===== config.mk =====
export PLATFORM = sky130hd
export DESIGN_NAME = secure_sram_bus_select
export DESIGN_NICKNAME = d
export VERILOG_FILES = /design/src/shared/sram_sel_pkg.sv /design/src/shared/vault_if.sv /design/src/logic/key_vault.sv /design/src/logic/addr_scrambler.sv /design/src/logic/secure_sram_bus_select.sv
export SDC_FILE = /design/constraint.sdc
export NUM_CORES = 1
export LEC_CHECK = 0
export ABC_AREA = 1
export ABC_CLOCK_PERIOD_IN_PS = 3440
export BUFFER_PORTS_ARGS = -buffer_cell sky130_fd_sc_hd__buf_2
export CAP_MARGIN = 20
export CORE_ASPECT_RATIO = 1.75
export CORE_UTILIZATION = 55
export DETAILED_ROUTE_END_ITERATION = 10
export GPL_TIMING_DRIVEN = 0
export PLACE_DENSITY = 0.73
export SETUP_SLACK_MARGIN = 0.3
export SLEW_MARGIN = 30
export SYNTH_ARGS = -nofsm -noshare
export SYNTH_HDL_FRONTEND = slang
export SYNTH_SLANG_ARGS = --single-unit
export TNS_END_PERCENT = 1

===== constraint.sdc =====
create_clock -name clock_i -period 3.44 [get_ports clock_i]
set_clock_uncertainty 0.2 [all_clocks]
set_input_delay 0.344 -clock clock_i [delete_from_list [all_inputs] [get_ports clock_i]]
set_output_delay 0.344 -clock clock_i [all_outputs]
set_load 0.02 [all_outputs]

===== src/shared/sram_sel_pkg.sv =====
// shared constants and types of the secure byte-wide bus select block
package sram_sel_pkg;
  // ***********************************************
  // widths
  // ***********************************************
  localparam int ADDR_W     = 16;
  localparam int PHYS_W     = 15;
  localparam int KEY_W      = 64;
  localparam int VEC_AW     = 6;
  localparam int REG_AW     = 4;
  localparam int DATA_W     = 8;
  localparam int LOAD_CNT_W = 6;
  // ***********************************************
  // register offsets and fields
  // ***********************************************
  localparam logic [REG_AW-1:0] REG_CONFIG   = 4'h0;
  localparam logic [REG_AW-1:0] REG_CONTROL  = 4'h1;
  localparam logic [REG_AW-1:0] REG_STATUS   = 4'h2;
  localparam logic [REG_AW-1:0] REG_VEC_ADDR = 4'h3;
  localparam logic [REG_AW-1:0] REG_VEC_DATA = 4'h4;
  localparam int CFG_PES_BIT    = 0;
  localparam int CFG_LOCK_BIT   = 1;
  localparam int CTL_KEYGEN_BIT = 0;
  localparam int ST_LOADER = 0;
  localparam int ST_ERASE  = 1;
  localparam int ST_BACKUP = 2;
  localparam int ST_RESET  = 3;
  localparam int ST_KEYOK  = 4;
  localparam int ST_SUPPLY = 5;
  // ***********************************************
  // decode, loader and erase constants
  // ***********************************************
  localparam logic [ADDR_W-1:0] PE_BASE [0:3] = '{16'h0000, 16'h4000, 16'h8000, 16'hC000};
  localparam logic [ADDR_W-1:0] PE_TOP  [0:3] = '{16'h3FFF, 16'h7FFF, 16'hBFFF, 16'hFFFF};
  localparam logic [3:0] PE_BACKED   = 4'h3;
  localparam logic [3:0] SEL_IDLE    = 4'hF;
  localparam logic [LOAD_CNT_W-1:0] LOADER_LOW_CLOCKS = 6'h30;
  localparam logic [VEC_AW-1:0] VEC_LAST = 6'h2F;
  localparam int SCR_ROT = 5;
  typedef enum logic [2:0] {ACC_IDLE = 3'b001, ACC_LATCH = 3'b010, ACC_STROBE = 3'b100} acc_state_t;
  typedef enum logic [1:0] {V_IDLE = 2'b01, V_ERASE = 2'b10} vault_state_t;
endpackage : sram_sel_pkg


===== src/shared/vault_if.sv =====
// carrier between the select logic and the key and vector store
`timescale 1ns/1ps
interface vault_if;
  logic [63:0] key;
  logic [63:0] trng;
  logic        key_load;
  logic        key_valid;
  logic        erase_req;
  logic        erasing;
  logic [5:0]  vec_addr;
  logic [7:0]  vec_wdata;
  logic        vec_we;
  logic [7:0]  vec_rdata;
  modport vault (input trng, key_load, erase_req, vec_addr, vec_wdata, vec_we,
                 output key, key_valid, erasing, vec_rdata);
  modport user (output trng, key_load, erase_req, vec_addr, vec_wdata, vec_we,
                input key, key_valid, erasing, vec_rdata);
endinterface : vault_if


===== src/logic/key_vault.sv =====
// key word and vector byte store with erase sweep
`timescale 1ns/1ps
module key_vault (
  input wire logic clock_i,
  input wire logic nrst_i,
  vault_if.vault   vif
);
  sram_sel_pkg::vault_state_t state_reg, state_next;
  logic [63:0] key_reg, key_next;
  logic        valid_reg, valid_next;
  logic [5:0]  sweep_reg, sweep_next;
  logic [7:0]  mem [0:47];
  logic [7:0]  rd_reg;
  // ***********************************************
  // erase sequence and key load
  // ***********************************************
  always_comb begin
    state_next = state_reg;
    key_next   = key_reg;
    valid_next = valid_reg;
    sweep_next = sweep_reg;
    unique case (state_reg)
      sram_sel_pkg::V_IDLE: begin
        if (vif.key_load) begin
          key_next   = vif.trng;
          valid_next = 1'b1;
        end
      end
      sram_sel_pkg::V_ERASE: begin
        sweep_next = sweep_reg + 6'h01;
        if (sweep_reg == sram_sel_pkg::VEC_LAST) state_next = sram_sel_pkg::V_IDLE;
      end
    endcase
    if (vif.erase_req) begin
      key_next   = '0;
      valid_next = 1'b0;
      sweep_next = '0;
      state_next = sram_sel_pkg::V_ERASE;
    end
  end
  always_ff @(posedge clock_i or negedge nrst_i) begin
    if (!nrst_i) begin
      state_reg <= sram_sel_pkg::V_IDLE;
      key_reg   <= '0;
      valid_reg <= 1'b0;
      sweep_reg <= '0;
    end else begin
      state_reg <= state_next;
      key_reg   <= key_next;
      valid_reg <= valid_next;
      sweep_reg <= sweep_next;
    end
  end
  // vector bytes: zero sweep wins over software writes
  always_ff @(posedge clock_i) begin
    if (state_reg == sram_sel_pkg::V_ERASE) begin
      mem[sweep_reg] <= 8'h00;
    end else if (vif.vec_we && vif.vec_addr <= sram_sel_pkg::VEC_LAST) begin
      mem[vif.vec_addr] <= vif.vec_wdata;
    end
  end
  // registered read port
  always_ff @(posedge clock_i or negedge nrst_i) begin
    if (!nrst_i) begin
      rd_reg <= 8'h00;
    end else if (vif.vec_addr <= sram_sel_pkg::VEC_LAST) begin
      rd_reg <= mem[vif.vec_addr];
    end else begin
      rd_reg <= 8'h00;
    end
  end
  assign vif.key       = key_reg;
  assign vif.key_valid = valid_reg;
  assign vif.erasing   = (state_reg == sram_sel_pkg::V_ERASE);
  assign vif.vec_rdata = rd_reg;
endmodule : key_vault


===== src/logic/addr_scrambler.sv =====
// key dependent one to one logical to physical address map
`timescale 1ns/1ps
module addr_scrambler (
  input  wire logic        clock_i,
  input  wire logic        nrst_i,
  input  wire logic [63:0] key_i,
  input  wire logic        load_i,
  input  wire logic [15:0] logical_i,
  output logic      [15:0] phys_o
);
  logic [15:0] phys_reg, phys_next;
  // xor, fixed rotate, xor: every step is invertible
  function automatic logic [15:0] scramble(input logic [15:0] a, input logic [63:0] k);
    logic [15:0] x;
    x = a ^ k[15:0];
    x = {x[15-sram_sel_pkg::SCR_ROT:0], x[15:16-sram_sel_pkg::SCR_ROT]};
    return x ^ k[31:16] ^ k[47:32] ^ k[63:48];
  endfunction : scramble
  always_comb begin
    phys_next = load_i ? scramble(logical_i, key_i) : phys_reg;
  end
  always_ff @(posedge clock_i or negedge nrst_i) begin
    if (!nrst_i) begin
      phys_reg <= '0;
    end else begin
      phys_reg <= phys_next;
    end
  end
  assign phys_o = phys_reg;
endmodule : addr_scrambler


===== src/logic/secure_sram_bus_select.sv =====
// chip and peripheral select, reset, loader and tamper logic of the byte-wide bus
//
// Chosen here: the plain strobed port and the placing of the registers.
`timescale 1ns/1ps
module secure_sram_bus_select (
  input  wire logic        clock_i,
  input  wire logic        nrst_i,
  input  wire logic        reset_i,
  input  wire logic        loader_entry_pin_i,
  input  wire logic        low_supply_reset_pin_i,
  input  wire logic        supply_below_min_i,
  input  wire logic        lithium_input_i,
  input  wire logic        tamper_erase_input_i,
  input  wire logic        memory_size_pin_i,
  input  wire logic [63:0] trng_bits_i,
  input  wire logic        access_req_i,
  input  wire logic        access_data_i,
  input  wire logic        access_write_i,
  input  wire logic [15:0] logical_addr_i,
  input  wire logic [3:0]  reg_addr_i,
  input  wire logic [7:0]  reg_wdata_i,
  input  wire logic        reg_write_i,
  input  wire logic        reg_read_i,
  output logic      [7:0]  reg_rdata_o,
  output logic      [14:0] phys_addr_o,
  output logic             addr_latch_enable_o,
  output logic             write_enable_n_o,
  output logic             sram_select_primary_o,
  output logic             sram_select_second_o,
  output logic             sram_select_third_o,
  output logic             sram_select_fourth_o,
  output logic             sram_select_primary_unbacked_o,
  output logic             periph_select_one_o,
  output logic             periph_select_two_o,
  output logic             periph_select_three_o,
  output logic             periph_select_four_o,
  output logic             low_supply_reset_pin_o,
  output logic             low_supply_reset_pin_oe_o,
  output logic             battery_backup_flag_n_o,
  output logic             sram_supply_enable_o,
  output logic             in_reset_o,
  output logic             loader_active_o
);
  // ***********************************************
  // declarations
  // ***********************************************
  vault_if vif ();
  sram_sel_pkg::acc_state_t acc_reg, acc_next;
  logic        rst_state_reg, rst_state_next;
  logic        low_supply_reset_pin_oe_reg, low_supply_reset_pin_oe_next;
  logic        flag_n_reg, flag_n_next;
  logic        loader_entry_pin_prev_reg, loader_entry_pin_prev_next;
  logic        armed_reg, armed_next;
  logic        first_reg, first_next;
  logic        loader_reg, loader_next;
  logic [5:0]  low_cnt_reg, low_cnt_next;
  logic        pes_reg, pes_next;
  logic        lock_reg, lock_next;
  logic        supply_reg, supply_next;
  logic [5:0]  vec_addr_reg, vec_addr_next;
  logic [7:0]  rdata_reg, rdata_next;
  logic        space_reg, space_next;
  logic        write_reg, write_next;
  logic [15:0] laddr_reg, laddr_next;
  logic        ale_reg, ale_next;
  logic        we_n_reg, we_n_next;
  logic [3:0]  ce_n_reg, ce_n_next;
  logic        sram_select_primary_unbacked_reg, sram_select_primary_unbacked_next;
  logic [3:0]  pe_n_reg, pe_n_next;
  logic [14:0] phys_out_reg, phys_out_next;
  logic [15:0] scr_phys;
  logic [3:0]  pe_hit;
  logic [3:0]  block_hot;
  logic [1:0]  block;
  logic        periph;
  logic        take_req;
  logic        wr_cfg;
  logic        lock_clear_ev;
  logic        keygen;
  logic [7:0]  status;
  // ***********************************************
  // submodules
  // ***********************************************
  key_vault u_vault (
    .clock_i (clock_i),
    .nrst_i  (nrst_i),
    .vif     (vif.vault)
  );
  addr_scrambler u_scr (
    .clock_i   (clock_i),
    .nrst_i    (nrst_i),
    .key_i     (vif.key),
    .load_i    (take_req),
    .logical_i (logical_addr_i),
    .phys_o    (scr_phys)
  );
  // ***********************************************
  // reset, supply status and low-supply pin
  // ***********************************************
  // reset state from the pin, the shared low-supply pin and supply level
  always_comb begin
    rst_state_next = reset_i | ~low_supply_reset_pin_i | supply_below_min_i;
    low_supply_reset_pin_oe_next   = supply_below_min_i;
    flag_n_next    = ~lithium_input_i;
  end
  always_ff @(posedge clock_i or negedge nrst_i) begin
    if (!nrst_i) begin
      rst_state_reg <= 1'b1;
      low_supply_reset_pin_oe_reg   <= 1'b0;
      flag_n_reg    <= 1'b1;
    end else begin
      rst_state_reg <= rst_state_next;
      low_supply_reset_pin_oe_reg   <= low_supply_reset_pin_oe_next;
      flag_n_reg    <= flag_n_next;
    end
  end
  // ***********************************************
  // loader entry
  // ***********************************************
  // arm on a falling edge or a grounded pin at power-up, enter after the low time
  always_comb begin
    loader_entry_pin_prev_next = loader_entry_pin_i;
    first_next     = 1'b0;
    armed_next     = armed_reg;
    loader_next    = loader_reg;
    low_cnt_next   = low_cnt_reg;
    if (loader_entry_pin_i) begin
      armed_next   = 1'b0;
      loader_next  = 1'b0;
      low_cnt_next = '0;
    end else begin
      if (first_reg || loader_entry_pin_prev_reg) armed_next = 1'b1;
      if (low_cnt_reg != sram_sel_pkg::LOADER_LOW_CLOCKS) low_cnt_next = low_cnt_reg + 6'h01;
      if (armed_reg && low_cnt_next == sram_sel_pkg::LOADER_LOW_CLOCKS) begin
        loader_next = 1'b1;
        armed_next  = 1'b0;
      end
    end
  end
  always_ff @(posedge clock_i or negedge nrst_i) begin
    if (!nrst_i) begin
      loader_entry_pin_prev_reg <= 1'b1;
      first_reg     <= 1'b1;
      armed_reg     <= 1'b0;
      loader_reg    <= 1'b0;
      low_cnt_reg   <= '0;
    end else begin
      loader_entry_pin_prev_reg <= loader_entry_pin_prev_next;
      first_reg     <= first_next;
      armed_reg     <= armed_next;
      loader_reg    <= loader_next;
      low_cnt_reg   <= low_cnt_next;
    end
  end
  // ***********************************************
  // register port
  // ***********************************************
  assign wr_cfg        = reg_write_i && reg_addr_i == sram_sel_pkg::REG_CONFIG;
  assign lock_clear_ev = wr_cfg && lock_reg && !reg_wdata_i[sram_sel_pkg::CFG_LOCK_BIT];
  assign keygen        = reg_write_i && reg_addr_i == sram_sel_pkg::REG_CONTROL
                         && reg_wdata_i[sram_sel_pkg::CTL_KEYGEN_BIT] && !lock_reg;
  // status word
  always_comb begin
    status                           = 8'h00;
    status[sram_sel_pkg::ST_LOADER]  = loader_reg;
    status[sram_sel_pkg::ST_ERASE]   = vif.erasing;
    status[sram_sel_pkg::ST_BACKUP]  = ~flag_n_reg;
    status[sram_sel_pkg::ST_RESET]   = rst_state_reg;
    status[sram_sel_pkg::ST_KEYOK]   = vif.key_valid;
    status[sram_sel_pkg::ST_SUPPLY]  = supply_reg;
  end
  // config, lock, supply switch and read data
  always_comb begin
    pes_next      = pes_reg;
    lock_next     = lock_reg;
    supply_next   = supply_reg;
    vec_addr_next = vec_addr_reg;
    rdata_next    = rdata_reg;
    if (wr_cfg) begin
      pes_next = reg_wdata_i[sram_sel_pkg::CFG_PES_BIT];
      lock_next = reg_wdata_i[sram_sel_pkg::CFG_LOCK_BIT] && vif.key_valid;
    end
    if (reg_write_i && reg_addr_i == sram_sel_pkg::REG_VEC_ADDR) begin
      vec_addr_next = reg_wdata_i[5:0];
    end
    if (keygen) supply_next = 1'b1;
    if (rst_state_reg) pes_next = 1'b0;
    if (tamper_erase_input_i) begin
      lock_next   = 1'b0;
      supply_next = 1'b0;
    end
    if (reg_read_i) begin
      unique case (reg_addr_i)
        sram_sel_pkg::REG_CONFIG:   rdata_next = {6'h00, lock_reg, pes_reg};
        sram_sel_pkg::REG_STATUS:   rdata_next = status;
        sram_sel_pkg::REG_VEC_ADDR: rdata_next = {2'h0, vec_addr_reg};
        sram_sel_pkg::REG_VEC_DATA: rdata_next = vif.vec_rdata;
        default:                    rdata_next = 8'h00;
      endcase
    end
  end
  always_ff @(posedge clock_i or negedge nrst_i) begin
    if (!nrst_i) begin
      pes_reg      <= 1'b0;
      lock_reg     <= 1'b0;
      supply_reg   <= 1'b1;
      vec_addr_reg <= '0;
      rdata_reg    <= 8'h00;
    end else begin
      pes_reg      <= pes_next;
      lock_reg     <= lock_next;
      supply_reg   <= supply_next;
      vec_addr_reg <= vec_addr_next;
      rdata_reg    <= rdata_next;
    end
  end
  // vault requests
  assign vif.trng      = trng_bits_i;
  assign vif.key_load  = keygen;
  assign vif.erase_req = tamper_erase_input_i | lock_clear_ev;
  assign vif.vec_addr  = vec_addr_reg;
  assign vif.vec_wdata = reg_wdata_i;
  assign vif.vec_we    = reg_write_i && reg_addr_i == sram_sel_pkg::REG_VEC_DATA && !lock_reg;
  // ***********************************************
  // address decode
  // ***********************************************
  // peripheral windows on the logical data address
  for (genvar g = 0; g < 4; g++) begin : g_pe
    assign pe_hit[g] = laddr_reg >= sram_sel_pkg::PE_BASE[g]
                       && laddr_reg <= sram_sel_pkg::PE_TOP[g];
  end
  assign periph    = space_reg && pes_reg;
  assign block     = {space_reg, scr_phys[15]};
  assign block_hot = 4'h1 << block;
  assign take_req  = access_req_i && acc_reg == sram_sel_pkg::ACC_IDLE && !rst_state_reg;
  // ***********************************************
  // bus access sequence
  // ***********************************************
  // idle, latch cycle with the strobe, then one select cycle
  always_comb begin
    acc_next      = acc_reg;
    space_next    = space_reg;
    write_next    = write_reg;
    laddr_next    = laddr_reg;
    ale_next      = 1'b0;
    we_n_next     = 1'b1;
    ce_n_next     = sram_sel_pkg::SEL_IDLE;
    sram_select_primary_unbacked_next     = 1'b1;
    pe_n_next     = sram_sel_pkg::SEL_IDLE;
    phys_out_next = phys_out_reg;
    unique case (acc_reg)
      sram_sel_pkg::ACC_IDLE: begin
        if (take_req) begin
          space_next = access_data_i;
          write_next = access_write_i;
          laddr_next = logical_addr_i;
          ale_next   = 1'b1;
          acc_next   = sram_sel_pkg::ACC_LATCH;
        end
      end
      sram_sel_pkg::ACC_LATCH: begin
        acc_next      = sram_sel_pkg::ACC_STROBE;
        phys_out_next = scr_phys[14:0];
        we_n_next     = ~(write_reg && (space_reg || loader_reg));
        if (periph) begin
          pe_n_next = ~pe_hit;
        end else if (memory_size_pin_i) begin
          ce_n_next = ~block_hot;
          sram_select_primary_unbacked_next = ~block_hot[0];
        end else begin
          ce_n_next = {1'b1, block[0], block[1], 1'b0};
          sram_select_primary_unbacked_next = 1'b0;
        end
      end
      sram_sel_pkg::ACC_STROBE: begin
        acc_next = sram_sel_pkg::ACC_IDLE;
      end
    endcase
    if (rst_state_reg) begin
      acc_next  = sram_sel_pkg::ACC_IDLE;
      we_n_next = 1'b1;
      ce_n_next = sram_sel_pkg::SEL_IDLE;
      sram_select_primary_unbacked_next = 1'b1;
      pe_n_next = sram_sel_pkg::SEL_IDLE;
    end
    if (lithium_input_i) begin
      ce_n_next = sram_sel_pkg::SEL_IDLE;
      pe_n_next = pe_n_next | sram_sel_pkg::PE_BACKED;
    end
  end
  always_ff @(posedge clock_i or negedge nrst_i) begin
    if (!nrst_i) begin
      acc_reg      <= sram_sel_pkg::ACC_IDLE;
      space_reg    <= 1'b0;
      write_reg    <= 1'b0;
      laddr_reg    <= '0;
      ale_reg      <= 1'b0;
      we_n_reg     <= 1'b1;
      ce_n_reg     <= sram_sel_pkg::SEL_IDLE;
      sram_select_primary_unbacked_reg     <= 1'b1;
      pe_n_reg     <= sram_sel_pkg::SEL_IDLE;
      phys_out_reg <= '0;
    end else begin
      acc_reg      <= acc_next;
      space_reg    <= space_next;
      write_reg    <= write_next;
      laddr_reg    <= laddr_next;
      ale_reg      <= ale_next;
      we_n_reg     <= we_n_next;
      ce_n_reg     <= ce_n_next;
      sram_select_primary_unbacked_reg     <= sram_select_primary_unbacked_next;
      pe_n_reg     <= pe_n_next;
      phys_out_reg <= phys_out_next;
    end
  end
  // ***********************************************
  // outputs
  // ***********************************************
  assign reg_rdata_o                    = rdata_reg;
  assign phys_addr_o                    = phys_out_reg;
  assign addr_latch_enable_o            = ale_reg;
  assign write_enable_n_o               = we_n_reg;
  assign sram_select_primary_o          = ce_n_reg[0];
  assign sram_select_second_o           = ce_n_reg[1];
  assign sram_select_third_o            = ce_n_reg[2];
  assign sram_select_fourth_o           = ce_n_reg[3];
  assign sram_select_primary_unbacked_o = sram_select_primary_unbacked_reg;
  assign periph_select_one_o            = pe_n_reg[0];
  assign periph_select_two_o            = pe_n_reg[1];
  assign periph_select_three_o          = pe_n_reg[2];
  assign periph_select_four_o           = pe_n_reg[3];
  assign low_supply_reset_pin_o         = 1'b0; // open drain: only ever pulls low
  assign low_supply_reset_pin_oe_o      = low_supply_reset_pin_oe_reg;
  assign battery_backup_flag_n_o        = flag_n_reg;
  assign sram_supply_enable_o           = supply_reg;
  assign in_reset_o                     = rst_state_reg;
  assign loader_active_o                = loader_reg;
endmodule : secure_sram_bus_select


Word-level counts from Yosys, hierarchy flattened
Memory sizes are Yosys's and may differ from the RTL's.
Cells that the tools add are included.
{"block": "totals", "elab_cells": 162, "input_bits": 106, "regBits": 174, "ramBits": 384, "n_memories": 1}
{"memory": "u_vault.mem", "depth": 48, "width": 8, "read_ports": 1, "rd_ports_with_merged_regs": 0, "wr": 1, "line_no": "key_vault.sv:12", "text": "logic [7:0] mem [0:47];"}
{"block": "classes", "add_sub_neg": 2, "n_lt_le_gt_ge": 9, "n_mux": 54, "reduce_logical": 39, "eq_ne": 13, "n_bitwise": 14, "shifts": 1}
{"operator": "$mux W64", "count": 3}
{"operator": "$xor A16 B16 Y16", "count": 4}
{"operator": "$mux W6", "count": 6}
{"operator": "$ge A16 B16 Y1 const B", "count": 2}
{"operator": "$le A16 B16 Y1 const B", "count": 2}
{"operator": "$mux W4", "count": 8}
{"operator": "$pmux W8 S4", "count": 1}
{"operator": "$mux W1", "count": 27}
{"operator": "$logic_and A1 B1 Y1", "count": 20}
{"operator": "$ge A16 B1 Y1 const B", "count": 1}
{"operator": "$ge A16 B15 Y1 const B", "count": 1}
{"operator": "$le A16 B14 Y1 const B", "count": 1}
{"operator": "$le A16 B15 Y1 const B", "count": 1}
{"operator": "$mux W8", "count": 2}
{"operator": "$reduce_bool A2 Y1", "count": 8}
{"operator": "$add A6 B1 Y6 const B", "count": 2}
{"operator": "$eq A6 B6 Y1 const B", "count": 2}
{"operator": "$pmux W3 S3", "count": 1}
{"operator": "$eq A4 B2 Y1 const B", "count": 2}
{"operator": "$mux W2", "count": 4}
{"operator": "$not A4 Y4", "count": 2}
{"operator": "$reduce_or A8 Y1", "count": 1}
{"operator": "$le A6 B6 Y1 const B", "count": 1}
{"operator": "$mux W3", "count": 2}
{"operator": "other kinds (17)", "count": 28}

Logic depth before layout (Yosys ltp)
{"block": "logic_depth", "depth_word": 9, "depth_mapped": 12}

By module
Synthesis repeated with hierarchy kept, for this count alone.
{"block": "hier_totals", "hier_cells": 2418, "area_unflattened_um2": 23895.4}
{"mod": "key_vault", "instances": 1, "area_per_inst_um2": 19481.2, "cells_per_inst": 1839, "seq_area_each_um2": 13559.3}
{"mod": "secure_sram_bus_select", "instances": 1, "area_per_inst_um2": 2752.6, "cells_per_inst": 303, "seq_area_each_um2": 1596.5}
{"mod": "addr_scrambler", "instances": 1, "area_per_inst_um2": 1661.6, "cells_per_inst": 276, "seq_area_each_um2": 400.4}

Worst setup path after synthesis
Ideal clock, no wire load.
{"block": "synth_timing", "path_type": "flip-flop to flip-flop", "start": "register u_vault.state_reg[0]", "end": "memory u_vault.mem[0][0], data pin", "n_path_buf": 1, "required_ns": 2.815, "arrival_time_ns": 2.175, "slack_ns": 0.640, "setup_ns": 0.425, "path_stages_with_launch": 6, "synth_period_minus_slack_ns": 2.800, "path_cell_list": "dfstp_2 inv_1 nand2_1 nand2_4 buf_6 nor2_1"}
{"block": "synth_via", "elab_chain_len": 5}
{"item": "start, declared", "line_no": "key_vault.sv:8", "text": "sram_sel_pkg::vault_state_t state_reg, state_next;"}
{"item": "start signal, assigned", "line_no": "key_vault.sv:43", "text": "state_reg <= sram_sel_pkg::V_IDLE;"}
{"item": "start signal, assigned", "line_no": "key_vault.sv:48", "text": "state_reg <= state_next;"}
{"item": "$eq A2 B2 Y1", "line_no": "key_vault.sv:56", "text": "if (state_reg == sram_sel_pkg::V_ERASE) begin"}
{"item": "$mux W1", "line_no": "key_vault.sv:56"}
{"item": "$mux W1 (not written as such)", "line_no": "key_vault.sv:59", "text": "mem[vif.vec_addr] <= vif.vec_wdata;"}
{"item": "$reduce_or A8 Y1 (no line)"}
{"item": "$mux W8 (no line)"}
{"item": "end, declared", "line_no": "key_vault.sv:12"}
Every way passes these cells.

Final worst setup path
{"block": "layout_timing", "start": "register vec_addr_reg[0]", "end": "memory u_vault.mem[7][0], enable pin"}
{"block": "layout_via", "elab_chain_len": 7}
{"item": "start, declared", "line_no": "secure_sram_bus_select.sv:60", "text": "logic [5:0] vec_addr_reg, vec_addr_next;"}
{"item": "start signal, assigned", "line_no": "secure_sram_bus_select.sv:213", "text": "vec_addr_reg <= vec_addr_next;"}
{"item": "$le A6 B6 Y1", "line_no": "key_vault.sv:58", "text": "end else if (vif.vec_we && vif.vec_addr <= sram_sel_pkg::VEC_LAST) begin"}
{"item": "$logic_and A1 B1 Y1", "line_no": "key_vault.sv:58"}
{"item": "$mux W1", "line_no": "key_vault.sv:58"}
{"item": "$mux W1", "line_no": "key_vault.sv:56"}
{"item": "$mux W1 (not written as such)", "line_no": "key_vault.sv:59"}
{"item": "$reduce_or A8 Y1 (no line)"}
{"item": "$mux W6 (no line) or $mux W1 (tied branches)"}
Parallel ways exist; a longest one is shown, timed or not.

==> out/metrics.cfg <==
[grt]
grt_pass1_wl_um = 106800
met2_usage = 0.6034
busiest_layer = met2
grtUsageTotal = 0.3485
use_met3 = 0.05943
grt_pass1_vias = 17770
grt_max_degree = 90
antenna_found_initial = 3
overflow = 0
met1_usage = 0.3501

[status]
status = finished with violations
violations = negative hold slack

[final_layout]
layout-drive-gt1-share = 0.1438
nNetsFinal = 2654
layout_commonest_cell = nand2_1
area.sequential_um2 = 15560
final_util = 0.6649
largest_reg_flops = 384
syn_to_final_growth_pct = 19.29
fin_area_um2 = 27760
final_cells = 3137
fillers = 3157
final_cell_mix = 660 x nand2_1, 384 x edfxtp_1, 292 x nand3_1
multi_input_area_um2 = 6704

[timing]
fin_crit_ns = 3.289
finalSetupTns_ns = 0
worst_pin_slew_ns = 1.072
fin_crit_sh = 0.9561
rsz0062_at_grt = true
hold_viol = 1
max_freq_mhz = 304.0
setup_viol = 0
final_max_slew_viol_count = 0
slew_headroom = 0.2826
whs_ns = -0.003950
worst_slack_ns = 0.1509

[clock_network]
cts_htree_levels = 2
tritoncts = yes
clk_pin_slew_ns = 0.08
clkSinkCount = 544
cts_root_buf = clkbuf_16
cts_buffer_depth = 3
insertion_delay_ns = 0.58
numCtsBuffers = 47

[power]
power_density_nw_per_um2 = 557.5
p_leak_nw = 11.65
report.power.total_mw = 15.47
ir_worst_vdd_uv = 537.6

[hold_path]
hold_depth = 5
hold_path.class = in -> reg

[logic_synthesis]
ys_types = 44
ys.flop_type = edfxtp_1
syn_area_per_cell_um2 = 10.39
synth_cells = 2239
synth_top_area_frac = 0.4956
synth_seq_cells = 544
yosysWarnings = 0
netlist_area_um2 = 23270
synth-edff-count = 384
synthTopCellsByArea = edfxtp_1 50%, dfrtp_1 15%, nand2_1 11%
synth_top_area_cell = edfxtp_1
async_flop_share = 0.2941
yosysSeqAreaShare = 0.6685

[drt]
drcViolationCount = 0
viasPerCell = 5.658
drt_iter0_drc = 1504
num_vias = 17750
post_drt_wl_per_cell_um = 23.50
drt_wl_total_um = 73730
ant_nets = 0
firstDrtPassIters = 6

[flow_run]
maxCapViolCount = 0

[die]
io_pins = 146
num_rows = 99
core-area_um2 = 41740
die_height_um = 274.1
fp.dieW_um = 157.5
start_util = 0.5574
fp.dieArea_um2 = 43170

[worst_setup_path]
crit_fanout = 10
worstRegToRegCells = 7
startpoint_type = flop
worstSetupEndpointType = flop
required_ns = 3.44
cp.arrival_ns = 3.29
path_class = reg -> reg

[placed_design]
place_ws_ns = 0.04338
dp_hpwl_um = 52000
place_area_um2 = 25100
dp.cells = 2953
gp_congestion = 1.028
port-buffer-count = 144

## cell families (layout without fill, tap and decap cells)
| logic type | count (synthesis) | in the layout | share of synthesized area |
|---|---|---|---|
| AO/OA/AOI/OAI | 197 | 197 | 0.05033 |
| flip-flops | 544 | 544 | 0.6685 |
| multiplexers | 1 | 1 | 0.0004839 |
| buffers and inverters | 293 | 633 | 0.05092 |
| other | 1 | 4 | 0.0001612 |
| adder cells (fa/ha/maj) | 3 | 3 | 0.001613 |
| XOR/XNOR | 52 | 52 | 0.01957 |
| AND/OR/NAND/NOR | 1148 | 1148 | 0.2084 |
## per-layer routing
metal	part of all wire	vias up
met5	0	-
met4	0.11	0
met3	0.066	317
met2	0.50	856
met1	0.33	8487
li1	-	8088
## critical path, cell delays in order, from the launching register on
cell and delay (ns):
dfrtp_1 0.33, buf_2 0.25, inv_1 0.12, buf_2 0.24
buf_2 0.26, o21ai_4 0.29, nand4_1 0.46, nor2_1 0.75
## cell usage after synthesis, types with 2 or more instances
library cell,instances
nand4_1,10
nand3_1,293
buf_2,35
inv_1,171
nand2_1,660
a21oi_1,23
buf_4,7
o21ai_2,3
nor3_1,7
buf_1,17
clkinv_1,2
nor2_1,143
inv_2,3
nor2_2,2
o21ai_0,118
nor2_4,2
o21ai_4,4
nand4_2,4
nand2_2,5
or2_2,16
dfrtp_1,143
o21ai_1,4
edfxtp_1,384
buf_6,2
dfstp_2,17
o221ai_1,3
ha_1,3
xnor2_1,34
xor2_1,18
clkbuf_1,56
o211ai_1,37
## cell type report
class                   count  area share
plain buffers             117     0.01916
well taps                 555     0.02502
clock buffers              55     0.04499
multi-input cells        1403      0.2415
flip-flops and latches    544      0.5605
repair buffers            256     0.07375
inverters                 176     0.02394
diodes                      2   0.0001803
clock inverters            29     0.01100
## repair_timing
item,4_1_cts,5_1_grt
hold buffers,96,0
setup buffers,0,2
gates resized for setup,8,24
pin swaps,0,1
endpoints found under the hold margin,178,0
setup endpoints to repair,142,256
## final timing paths
check | start | end | slack [ns]
worst max-delay path | vec_addr_reg[0] | u_vault.mem[7][0] | 0.15
worst min-delay path | logical_addr_i[7] | u_scr.phys_o[12] | -0.004
worst max register to register | vec_addr_reg[0] | u_vault.mem[7][0] | 0.15
worst min register to register | u_scr.phys_o[15] | ce_n_reg[3] | 0.26
max in group asynchronous | nrst_i | u_vault.state_reg[0] | 2.06
min in group asynchronous | nrst_i | acc_reg[1] | 0.14
## where the power goes
| group | leakage [nW] | internal [mW] | switching, mW |
|---|---|---|---|
| Sequential | 5.53 | 7.16 | 0.0970 |
| Clock | 0.744 | 3.05 | 2.39 |
| Combinational | 5.38 | 0.756 | 2.02 |
No activity file was read; power rests on OpenSTA's default activity.
